**src/common/mtm_pkg.sv**
```systemverilog
package mtm_pkg;
  // register offsets, consecutive
  localparam logic [1:0] ADDR_STATUS = 2'h0;
  localparam logic [1:0] ADDR_CLKCFG = 2'h1;
  localparam logic [1:0] ADDR_COUNT  = 2'h2;
  localparam logic [1:0] ADDR_LIMIT  = 2'h3;
  // status_control fields
  localparam int BIT_OVF   = 7;
  localparam int BIT_IRQEN = 6;
  localparam int BIT_CLEAR = 5;
  localparam int BIT_HALT  = 4;
  // clock_configuration fields
  localparam int SRC_LSB = 4;
  localparam int SRC_MSB = 5;
  localparam int DIV_LSB = 0;
  localparam int DIV_MSB = 3;
  localparam logic [3:0] DIV_MAX = 4'h8;
  // source select codes
  localparam logic [1:0] SRC_BUS  = 2'h0;
  localparam logic [1:0] SRC_FIX  = 2'h1;
  localparam logic [1:0] SRC_FALL = 2'h2;
  localparam logic [1:0] SRC_RISE = 2'h3;
  // reset values
  localparam logic [7:0] RST_COUNT = 8'h00;
  localparam logic [7:0] RST_LIMIT = 8'h00;
  localparam logic [1:0] RST_SRC   = 2'h0;
  localparam logic [3:0] RST_DIV   = 4'h0;
  localparam logic       RST_HALT  = 1'b1;
  localparam logic [7:0] ZERO8     = 8'h00;
  // last value before the natural wrap in free-running mode
  localparam logic [7:0] COUNT_MAX = 8'hff;
endpackage : mtm_pkg

```
**src/hw/mtm_edge_sync.sv**
```systemverilog
`timescale 1ns/1ps
// two-flop synchroniser and edge detector for the external count pin
module mtm_edge_sync (
  // clock and reset
  input  wire logic clk_i,
  input  wire logic rst_i,
  // pin
  input  wire logic pin_i,
  // edges, one-cycle pulses
  output logic      rise_o,
  output logic      fall_o
);
  logic meta;
  logic sync;
  logic last;
  logic next_meta;
  logic next_sync;
  logic next_last;

  always_comb begin
    next_meta = pin_i;
    next_sync = meta;
    next_last = sync;
  end

  always_ff @(posedge clk_i or posedge rst_i) begin
    if (rst_i) begin
      meta <= 1'b0;
      sync <= 1'b0;
      last <= 1'b0;
    end else begin
      meta <= next_meta;
      sync <= next_sync;
      last <= next_last;
    end
  end

  assign rise_o = sync & ~last;
  assign fall_o = ~sync & last;

  a_rise_pulse: assert property (@(posedge clk_i) disable iff (rst_i)
    rise_o |=> !rise_o)
    else $error("rise pulse longer than one cycle");
endmodule : mtm_edge_sync

```
**src/hw/mtm_prescaler.sv**
```systemverilog
`timescale 1ns/1ps
// divides source ticks by 2**divide_select, at most 256, as a one-cycle enable
module mtm_prescaler #(
  parameter int WIDTH = 8
) (
  // clock and reset
  input  wire logic       clk_i,
  input  wire logic       rst_i,
  // control
  input  wire logic       src_tick_i,
  input  wire logic [3:0] divide_select_i,
  // output enable pulse
  output logic            tick_o
);
  logic [WIDTH-1:0] cnt;
  logic [WIDTH-1:0] next_cnt;
  logic [WIDTH-1:0] mask;
  logic [3:0]       sel;

  // codes above the last defined one act as the largest ratio
  always_comb begin
    sel = (divide_select_i > mtm_pkg::DIV_MAX) ? mtm_pkg::DIV_MAX
                                               : divide_select_i;
    mask = WIDTH'((9'h001 << sel) - 9'h001);
    next_cnt = cnt;
    if (src_tick_i) begin
      next_cnt = WIDTH'(cnt + 1'b1);
    end
  end

  // free-running divider: ratio change keeps the counter intact
  always_ff @(posedge clk_i or posedge rst_i) begin
    if (rst_i) begin
      cnt <= '0;
    end else begin
      cnt <= next_cnt;
    end
  end

  assign tick_o = src_tick_i & ((cnt & mask) == mask);

  a_div_one: assert property (@(posedge clk_i) disable iff (rst_i)
    (divide_select_i == 4'h0) |-> (tick_o == src_tick_i))
    else $error("divide by one does not pass every tick");
endmodule : mtm_prescaler

```
**src/hw/mtm_timer.sv**
```systemverilog
`timescale 1ns/1ps
// Behaviour
// - overflow flag sets when counter wraps to zero from the limit
// - flag clears by status read while set, then writing zero
// - counter-clear write or limit write also clears the flag
// - interrupt request equals flag and enable; reset clears enable
// - writing one to clear bit zeroes counter and flag; reads zero
// - halt bit freezes counter; resumes on clear; reset sets halt
// - unused status bits 3:0 and config bits 7:6 read zero
// - source select: bus, fixed clock, pin falling, pin rising
// - source change keeps the counter value
// - reset selects the bus clock source
// - divide select gives ratio two to the field value up to 256
// - divide codes above eight divide by 256
// - ratio change keeps the counter value
// - reset sets divide by one
// - four byte registers: status, config, counter, limit
// - count to limit then wrap; limit zero wraps at 255
// - limit write stores, zeroes counter, clears flag; reset zero
// - counter register read-only, reset to zero
// - pin synchronised before edge detection; pin at most bus/4
module mtm_timer (
  // clock and reset
  input  wire logic       clk_i,
  input  wire logic       rst_i,
  // register port
  input  wire logic [1:0] addr_i,
  input  wire logic [7:0] wdata_i,
  input  wire logic       wr_i,
  input  wire logic       rd_i,
  output logic      [7:0] rdata_o,
  // count sources
  input  wire logic       fixed_freq_clock_i,
  input  wire logic       ext_count_input_i,
  // interrupt request
  output logic            irq_o
);
  logic [7:0] count;
  logic [7:0] limit;
  logic       ovf;
  logic       irq_en;
  logic       halt;
  logic [1:0] src_sel;
  logic [3:0] div_sel;
  logic       armed;
  logic [7:0] rdata;
  logic [7:0] next_count;
  logic [7:0] next_limit;
  logic       next_ovf;
  logic       next_irq_en;
  logic       next_halt;
  logic [1:0] next_src_sel;
  logic [3:0] next_div_sel;
  logic       next_armed;
  logic [7:0] next_rdata;
  logic       fix_meta;
  logic       fix_sync;
  logic       fix_last;
  logic       pin_rise;
  logic       pin_fall;
  logic       src_tick;
  logic       tick;
  logic       wrap;
  logic       wr_stat;
  logic       wr_clk;
  logic       wr_lim;
  logic       clr_cmd;

  function automatic logic hit(input logic [1:0] a, input logic [1:0] r);
    hit = (a == r);
  endfunction : hit

  mtm_edge_sync u_pin (
    .clk_i  (clk_i),
    .rst_i  (rst_i),
    .pin_i  (ext_count_input_i),
    .rise_o (pin_rise),
    .fall_o (pin_fall)
  );

  // fixed clock also arrives from elsewhere; sampled then edge detected
  always_ff @(posedge clk_i or posedge rst_i) begin
    if (rst_i) begin
      fix_meta <= 1'b0;
      fix_sync <= 1'b0;
      fix_last <= 1'b0;
    end else begin
      fix_meta <= fixed_freq_clock_i;
      fix_sync <= fix_meta;
      fix_last <= fix_sync;
    end
  end

  always_comb begin
    case (src_sel)
      mtm_pkg::SRC_BUS:  src_tick = 1'b1;
      mtm_pkg::SRC_FIX:  src_tick = fix_sync & ~fix_last;
      mtm_pkg::SRC_FALL: src_tick = pin_fall;
      mtm_pkg::SRC_RISE: src_tick = pin_rise;
      default:           src_tick = 1'b1;
    endcase
  end

  // a stopped timer feeds no ticks, so the prescaler waits too
  mtm_prescaler #(
    .WIDTH (8)
  ) u_div (
    .clk_i           (clk_i),
    .rst_i           (rst_i),
    .src_tick_i      (src_tick & ~halt),
    .divide_select_i (div_sel),
    .tick_o          (tick)
  );

  always_comb begin
    wr_stat = wr_i & hit(addr_i, mtm_pkg::ADDR_STATUS);
    wr_clk  = wr_i & hit(addr_i, mtm_pkg::ADDR_CLKCFG);
    wr_lim  = wr_i & hit(addr_i, mtm_pkg::ADDR_LIMIT);
    clr_cmd = wr_stat & wdata_i[mtm_pkg::BIT_CLEAR];
    // limit zero: natural 8-bit wrap at 255
    wrap = tick & ~halt & ((limit == mtm_pkg::ZERO8) ?
           (count == mtm_pkg::COUNT_MAX) : (count == limit));

    next_limit   = limit;
    next_irq_en  = irq_en;
    next_halt    = halt;
    next_src_sel = src_sel;
    next_div_sel = div_sel;
    next_count   = count;
    next_ovf     = ovf;
    next_armed   = armed;

    if (tick && !halt) begin
      next_count = wrap ? mtm_pkg::ZERO8 : 8'(count + 8'h01);
    end
    if (wr_stat) begin
      next_irq_en = wdata_i[mtm_pkg::BIT_IRQEN];
      next_halt   = wdata_i[mtm_pkg::BIT_HALT];
      if (!wdata_i[mtm_pkg::BIT_OVF] && armed) begin
        next_ovf = 1'b0;
      end
      next_armed = 1'b0;
    end
    if (wr_clk) begin
      // source and ratio change leave the count alone
      next_src_sel = wdata_i[mtm_pkg::SRC_MSB:mtm_pkg::SRC_LSB];
      next_div_sel = wdata_i[mtm_pkg::DIV_MSB:mtm_pkg::DIV_LSB];
    end
    if (clr_cmd || wr_lim) begin
      next_count = mtm_pkg::ZERO8;
      next_ovf   = 1'b0;
      next_armed = 1'b0;
    end
    if (wr_lim) begin
      next_limit = wdata_i;
    end
    // arming needs the read to see the flag; a read with it low arms nothing
    if (rd_i && hit(addr_i, mtm_pkg::ADDR_STATUS) && ovf) begin
      next_armed = 1'b1;
    end
    // set wins over any clear in the same cycle
    if (wrap) begin
      next_ovf   = 1'b1;
      next_armed = 1'b0;
    end

    next_rdata = mtm_pkg::ZERO8;
    if (rd_i) begin
      case (addr_i)
        mtm_pkg::ADDR_STATUS: begin
          next_rdata[mtm_pkg::BIT_OVF]   = ovf;
          next_rdata[mtm_pkg::BIT_IRQEN] = irq_en;
          next_rdata[mtm_pkg::BIT_HALT]  = halt;
        end
        mtm_pkg::ADDR_CLKCFG: begin
          next_rdata[mtm_pkg::SRC_MSB:mtm_pkg::SRC_LSB] = src_sel;
          next_rdata[mtm_pkg::DIV_MSB:mtm_pkg::DIV_LSB] = div_sel;
        end
        mtm_pkg::ADDR_COUNT: next_rdata = count;
        mtm_pkg::ADDR_LIMIT: next_rdata = limit;
        default:             next_rdata = mtm_pkg::ZERO8;
      endcase
    end
  end

  always_ff @(posedge clk_i or posedge rst_i) begin
    if (rst_i) begin
      count   <= mtm_pkg::RST_COUNT;
      limit   <= mtm_pkg::RST_LIMIT;
      ovf     <= 1'b0;
      irq_en  <= 1'b0;
      halt    <= mtm_pkg::RST_HALT;
      src_sel <= mtm_pkg::RST_SRC;
      div_sel <= mtm_pkg::RST_DIV;
      armed   <= 1'b0;
      rdata   <= mtm_pkg::ZERO8;
    end else begin
      count   <= next_count;
      limit   <= next_limit;
      ovf     <= next_ovf;
      irq_en  <= next_irq_en;
      halt    <= next_halt;
      src_sel <= next_src_sel;
      div_sel <= next_div_sel;
      armed   <= next_armed;
      rdata   <= next_rdata;
    end
  end

  assign rdata_o = rdata;
  assign irq_o   = ovf & irq_en;

  a_ovf_on_wrap: assert property (@(posedge clk_i) disable iff (rst_i)
    wrap |=> (ovf && count == mtm_pkg::ZERO8))
    else $error("wrap did not set flag and zero counter");
  a_clear_unarmed: assert property (@(posedge clk_i) disable iff (rst_i)
    (ovf && !armed && wr_stat && !clr_cmd && !wr_lim) |=> ovf)
    else $error("flag cleared without arming read");
  a_clear_armed: assert property (@(posedge clk_i) disable iff (rst_i)
    (armed && wr_stat && !wdata_i[mtm_pkg::BIT_OVF] && !wrap) |=> !ovf)
    else $error("armed clear did not clear flag");
  a_limit_write: assert property (@(posedge clk_i) disable iff (rst_i)
    (wr_lim && !tick) |=> (count == mtm_pkg::ZERO8 && !ovf &&
                           limit == $past(wdata_i)))
    else $error("limit write effects missing");
  a_trst_clear: assert property (@(posedge clk_i) disable iff (rst_i)
    clr_cmd |=> (count == mtm_pkg::ZERO8))
    else $error("counter clear ignored");
  a_halt_hold: assert property (@(posedge clk_i) disable iff (rst_i)
    (halt && !clr_cmd && !wr_lim) |=> $stable(count))
    else $error("counter moved while halted");
  a_irq_level: assert property (@(posedge clk_i) disable iff (rst_i)
    irq_o == (ovf && irq_en))
    else $error("interrupt mismatch");
  a_cfg_keep: assert property (@(posedge clk_i) disable iff (rst_i)
    (wr_clk && !tick) |=> $stable(count))
    else $error("config write disturbed counter");
  a_unused_zero: assert property (@(posedge clk_i) disable iff (rst_i)
    ($past(rd_i) && $past(addr_i) == mtm_pkg::ADDR_STATUS)
    |-> (rdata_o[3:0] == 4'h0 && rdata_o[mtm_pkg::BIT_CLEAR] == 1'b0))
    else $error("unused status bits not zero");
  a_count_inc: assert property (@(posedge clk_i) disable iff (rst_i)
    (tick && !halt && !wrap && !clr_cmd && !wr_lim)
    |=> count == 8'($past(count) + 8'h01))
    else $error("counter did not increment");

  // the read port idles at zero so a late sample never sees stale data
  a_rdata_idle: assert property (@(posedge clk_i) disable iff (rst_i)
    !$past(rd_i) |-> (rdata_o == mtm_pkg::ZERO8))
    else $error("read data not zero outside read cycle");
  a_count_ro: assert property (@(posedge clk_i) disable iff (rst_i)
    (wr_i && hit(addr_i, mtm_pkg::ADDR_COUNT) && !tick)
    |=> $stable(count))
    else $error("write to counter register took effect");
  a_flag_hold: assert property (@(posedge clk_i) disable iff (rst_i)
    (ovf && !wr_stat && !wr_lim) |=> ovf)
    else $error("flag dropped without a clearing write");
  a_arm_read: assert property (@(posedge clk_i) disable iff (rst_i)
    (rd_i && hit(addr_i, mtm_pkg::ADDR_STATUS) && ovf && !wrap)
    |=> armed)
    else $error("status read with flag set did not arm");
  a_cfg_unused: assert property (@(posedge clk_i) disable iff (rst_i)
    ($past(rd_i) && $past(addr_i) == mtm_pkg::ADDR_CLKCFG)
    |-> (rdata_o[7:6] == 2'h0))
    else $error("unused config bits not zero");
  a_irqen_write: assert property (@(posedge clk_i) disable iff (rst_i)
    wr_stat |=> (irq_en == $past(wdata_i[mtm_pkg::BIT_IRQEN])))
    else $error("interrupt enable write lost");
  // rearming must wait for a fresh read once a new overflow lands
  a_wrap_disarm: assert property (@(posedge clk_i) disable iff (rst_i)
    wrap |=> !armed)
    else $error("overflow left the clear armed");

  c_wrap: cover property (@(posedge clk_i) disable iff (rst_i) wrap);
  c_resume: cover property (@(posedge clk_i) disable iff (rst_i)
    $fell(halt));
  c_clear_seq: cover property (@(posedge clk_i) disable iff (rst_i)
    armed && wr_stat && !wdata_i[mtm_pkg::BIT_OVF]);
  c_pin_tick: cover property (@(posedge clk_i) disable iff (rst_i)
    tick && src_sel == mtm_pkg::SRC_RISE);
  c_irq: cover property (@(posedge clk_i) disable iff (rst_i) irq_o);
endmodule : mtm_timer

```
**config.mk**
```make
export PLATFORM = sky130hd
export DESIGN_NAME = mtm_timer
export DESIGN_NICKNAME = d
export VERILOG_FILES = /design/src/common/mtm_pkg.sv /design/src/hw/mtm_edge_sync.sv /design/src/hw/mtm_prescaler.sv /design/src/hw/mtm_timer.sv
export SDC_FILE = /design/constraint.sdc
export NUM_CORES = 1
export LEC_CHECK = 0
export ABC_AREA = 0
export BUFFER_PORTS_ARGS = -buffer_cell sky130_fd_sc_hd__buf_2
export CAP_MARGIN = 25
export CORE_UTILIZATION = 36
export CTS_CLUSTER_SIZE = 25
export DETAILED_ROUTE_END_ITERATION = 10
export PLACE_DENSITY = 0.56
export SETUP_SLACK_MARGIN = 0.4
export SYNTH_ARGS = -nofsm -noshare
export SYNTH_HDL_FRONTEND = slang
export SYNTH_SLANG_ARGS = --single-unit
```
**constraint.sdc**
```tcl
create_clock -name clk_i -period 4.85 [get_ports clk_i]
set_clock_uncertainty 0.1 [all_clocks]
set_input_delay 0.2425 -clock clk_i [delete_from_list [all_inputs] [get_ports clk_i]]
set_output_delay 0.2425 -clock clk_i [all_outputs]
set_load 0.1 [all_outputs]
```
Word level (Yosys, flattened, before mapping)
Index checks and enable logic that the tools add are counted.
- register bits: 48
- input bits: 16
- output and inout bits: 9
- word-level logic and storage cells: 81
- $add $sub $neg: 3
- magnitude comparators: 1
- eq/ne operators: 9
- shifts and indexed selects: 1
- muxes and demuxes: 19
- bitwise operators: 17
- reductions and logical operators: 15
- operators by type and width (cell ; count):
    $mux 8 ; 4
    $add 8x1->8 const B ; 2
    $eq 8x8->1 ; 2
    $and 1x1->1 ; 12
    $pmux 4 s3 ; 1
    $mux 1 ; 9
    $and 8x8->8 ; 1
    $eq 2x2->1 const B ; 4
    $eq 8x8->1 const B ; 1
    $logic_not 8->1 ; 1
    $pmux 1 s4 ; 2
    $shl 1x4->8 const A ; 1
    $sub 8x1->8 const B ; 1
    $pmux 2 s3 ; 1
    $reduce_bool 3->1 ; 2
    $eq 2x1->1 const B ; 2
    $gt 4x4->1 const B ; 1
    $logic_and 1x1->1 ; 4
    $logic_not 2->1 ; 2
    $mux 4 ; 1
    $not 1->1 ; 4
    $reduce_bool 4->1 ; 1
    $pmux 1 s3 ; 1
    $logic_not 1->1 ; 2
    other kinds (3) ; 3

Longest topological paths before layout
- word-level depth: 12
- depth in mapped cells: 10
- depth with buffers taken out: 8

By module
From an unflattened synthesis, not the netlist that was laid out.
- cells, all modules: 241
- area, all modules: 2571.2 µm²
- modules (own cells, without submodules) (module ; instances ; cells each ; area an instance (µm²) ; seq. area each (µm²)):
    mtm_timer ; 1 ; 185 ; 1985.7 ; 927.1
    mtm_prescaler ; 1 ; 50 ; 491.7 ; 200.2
    mtm_edge_sync ; 1 ; 6 ; 93.8 ; 75.1

Least setup slack after synthesis
OpenSTA, ideal clock, no wires.
- kind: register to register
- from: register div_sel[1]
- to: register count[6]
- library setup time: 121 ps
- arrival time: 2724 ps
- required time: 4629 ps
- setup slack: 1905 ps
- stages on the path, launching flop included: 11
- path buffers: 2
- clock period less this slack: 2945 ps
- cells stage by stage: dfrtp_1 -> buf_6 -> or4b_2 -> ha_1 -> nor2b_1 -> a21oi_2 -> a31oi_1 -> or4_4 -> buf_6 -> a22o_1 -> a22o_1
- word-level cells in the longest chain between the ends: 12
- elaborated cells between the ends (all ways): 14
- those cells by class: add/sub: 1; order compare: 1; eq/ne: 1; shift: 1; mux: 4; bitwise: 4; reduce/logical: 2
- RTL lines (item ; line ; RTL):
    start, declared ; mtm_timer.sv:44 ; logic [3:0] div_sel;
    start signal, assigned ; mtm_timer.sv:194 ; div_sel <= mtm_pkg::RST_DIV;
    start signal, assigned ; mtm_timer.sv:204 ; div_sel <= next_div_sel;
    $gt 4x4->1 ; mtm_prescaler.sv:22 ; sel = (divide_select_i > mtm_pkg::DIV_MAX) ? mtm_pkg::DIV_MAX
    $mux 4 (*) ; mtm_prescaler.sv:22 ;
    $shl 1x4->8 (*) ; mtm_prescaler.sv:24 ; mask = WIDTH'((9'h001 << sel) - 9'h001);
    $sub 8x1->8 (*) ; mtm_prescaler.sv:24 ;
    $and 8x8->8 ; mtm_prescaler.sv:40 ; assign tick_o = src_tick_i & ((cnt & mask) == mask);
    $eq 8x8->1 (*) ; mtm_prescaler.sv:40 ;
    $and 1x1->1 (*) ; mtm_prescaler.sv:40 ;
    $and 1x1->1 (2 in a row) ; mtm_timer.sv:121 ; wrap = tick & ~halt & ((limit == mtm_pkg::ZERO8) ?
    $mux 8 ; mtm_timer.sv:134 ; next_count = wrap ? mtm_pkg::ZERO8 : 8'(count + 8'h01);
    $mux 8 ; mtm_timer.sv:133 ; if (tick && !halt) begin
    $mux 8 ; mtm_timer.sv:149 ; if (clr_cmd || wr_lim) begin
    end signal, assigned ; mtm_timer.sv:188 ; count <= mtm_pkg::RST_COUNT;
    end signal, assigned ; mtm_timer.sv:198 ; count <= next_count;
    end, declared ; mtm_timer.sv:38 ; logic [7:0] count;
Mark *: on every way between the ends. The rest lies on a longest branch, timed or not. The select of a mux whose other input is x is not followed.
A chain may end at the register's enable or synchronous reset.

Final worst setup path
- from: register div_sel[1]
- to: register count[1]
Same word-level chain as after synthesis.

==> flow_metrics.tcl <==
set metrics [dict create \
    tritoncts "yes" \
    finalSetupViolations 0 \
    initial_core_util_pct 37.2 \
    ys_types 51 \
    synth_fp_nets 251 \
    drc 0 \
    hpwl_um 3710 \
    outcome "finished clean" \
    synth_area_sq_um 2510 \
    rows 30 \
    synth_area_leaders "dfrtp_1 47%, mux2_2 9.4%, nor2b_1 2.7%" \
    final_max_slew_viol_count 0 \
    synth_ff_type "dfrtp_1" \
    fmax_ghz 0.322 \
    leakagePower_nw 1.19 \
    global_route.usage.total_pct 15.7 \
    seq_area_frac_synth_pct 47.8 \
    synth_top_area_share_pct 46.8 \
    ir_drop_mv 0.179 \
    htreeDepth 2 \
    cp_max_fo 13 \
    critPathLaunchType "flop" \
    ys_ff_latch 48 \
    path_class "flop to flop" \
    dr.first_iter.drc_count 197 \
    crit_arrival_ns 3.23 \
    route.vias.total 1825 \
    synthArstFlopShare_pct 100 \
    fin_area_sq_um 2830 \
    cts-root-buf "clkbuf_8" \
    synth.avg_cell_area_sq_um 10.8 \
    hold_path.class "input pin to flop" \
    drv_cap 0 \
    path_cells "or4b_2 > ha_1 > nor2b_1 > a21oi_2 > a31oi_1 > or4_4 > or3b_1 > a21oi_1" \
    synth-edff-count 0 \
    rsz0062_at_grt "no" \
    crit_required_ns 4.98 \
    dpl_cell_area_sq_um 2670 \
    die_x_um 85.6 \
    core_sq_um 6760 \
    endpoint_kind "flop" \
    tightest_slew_ns 0.610 \
    fin_cells 336 \
    die-height_um 85.6 \
    drive_gt1_share_pct 25.0 \
    powerDensity_nw_per_um2 389 \
    cts_resized 0 \
    cts_sinks 48 \
    ys.warnings.count 0 \
    cts_buffer_depth 2 \
    n_antenna_cell 0 \
    fin_crit_sh_pct 63.9 \
    nFillCells 663 \
    yosysMostFrequentCell "dfrtp_1" \
    area_growth_pct 12.7 \
    cp_num_buf_inv 0 \
    setup_tns_ns 0 \
    insertion_delay_ns 0.31 \
    cts_buffers 5 \
    place_inst 324 \
    gp_congestion 0.845 \
    grt_max_degree 49 \
    synth_top_cells_by_count "47 x dfrtp_1, 21 x mux2_2, 18 x nand2_1" \
    grt_pass1_wl_um 8970 \
    multi_input_area_sq_um 1230 \
    hold_slack_ns 0.0742 \
    io_pins 25 \
    wl_um 5250 \
    crit_slowest_cell "or4b_2" \
    nets 274 \
    drt-vias-per-instance 5.43 \
    antenna_found_initial 0 \
    drtPass1Iterations 4 \
    grt_pass1_vias 1792 \
    grt.overflow.total 0 \
    clk_pin_slew_ns 0.10 \
    fin_crit_ns 3.10 \
    syn-instance-count 232 \
    slowest_delay_ns 0.70 \
    utilization_pct 41.9 \
    wl_per_cell_um 15.6 \
    ant_nets 0 \
    path_delay_family "simple AND/OR/NAND/NOR gates" \
    maxSlewHeadroom_pct 59.1 \
    dieArea_sq_um 7320 \
    cts_setup_buffers 0 \
    hold_viol_final 0 \
    ff_latch_area_sq_um 1200 \
    yosysTopAreaCell "dfrtp_1" \
    port_buffers 24 \
]
## worst paths after layout
kind,startpoint,end,slack (ns),depth (start not counted)
min,wdata_i[0],div_sel[0],0.07,2
max,div_sel[1],count[1],1.75,8
min in group asynchronous,rst_i,div_sel[0],0.38,3
min reg2reg,fix_meta,fix_sync,0.25,0
max reg2reg,div_sel[1],count[1],1.75,8
max in group asynchronous,rst_i,halt,3.70,4
## flip-flops by register name, summed over array words and instances, names as in the netlist
signal,cells
irq_en,1
ovf,1
u_pin.last,1
u_pin.next_last,1
armed,1
div_sel,4
halt,1
limit,8
fix_meta,1
count,8
fix_last,1
src_sel,2
rdata_o,8
fix_sync,1
u_div.cnt,8
u_pin.meta,1
## metrics by stage
stage / worst slack (ns) / power [mW]
after global placement: 1.85 / 0.812
after global routing: 1.59 / 1.17
after floorplan: 1.91 / 0.752
after detailed placement: 1.77 / 0.814
final: 1.75 / 1.10
after CTS: 1.76 / 1.11
## metal layers
metal	track usage [%]	part of all wire, %	up-vias
met5	0	0	-
li1	-	-	885
met2	24.6	46	42
met3	3.75	4.7	6
met4	4.24	1.3	0
met1	21.9	48	892
## layout by cell type (no fill, tap or decap), types with 3 or more instances in the layout
cell,synthesis,routed
dlygate4sd3_1,0,3
a22oi_1,5,5
xnor2_1,7,7
inv_1,4,3
nor2b_1,11,11
mux2_2,21,21
ha_1,3,3
o21ai_0,4,4
clkbuf_8,0,5
nand2b_1,5,5
xor2_1,7,7
nand2_1,18,18
a21oi_1,6,6
a31oi_1,3,3
o31ai_1,7,7
buf_2,1,24
and2_1,8,8
nor2_1,7,7
nand3_1,8,8
a32oi_1,6,6
nor3_1,5,5
dfrtp_1,47,47
## final cells by class
type	instances	area share [%]
clock buffer	5	2.43
clock inverter	3	1.50
inverter	4	0.530
multi-input combinational	168	43.6
sequential	48	42.4
tap	80	3.53
timing repair buffer	28	6.00
## power breakdown
group / switching, mW / internal, mW
Combinational: 0.145 / 0.116
Sequential: 0.0868 / 0.463
Clock: 0.140 / 0.153
## repair_timing
item,in CTS,in global routing
endpoints found under the setup margin,0,0
endpoints found under the hold margin,2,19
hold buffers,2,1
## cells by family (layout without fill, tap and decap cells)
family,count (synthesis),count (layout),synth area share (%)
compound gates,44,44,12.9
xor+xnor,14,14,4.88
fa+ha+maj,3,3,1.49
buf+inv,16,40,3.08
flops,48,48,47.8
mux,24,24,11.1
simple gates,83,83,18.7
Note: power is estimated with default switching activity, not from simulation.
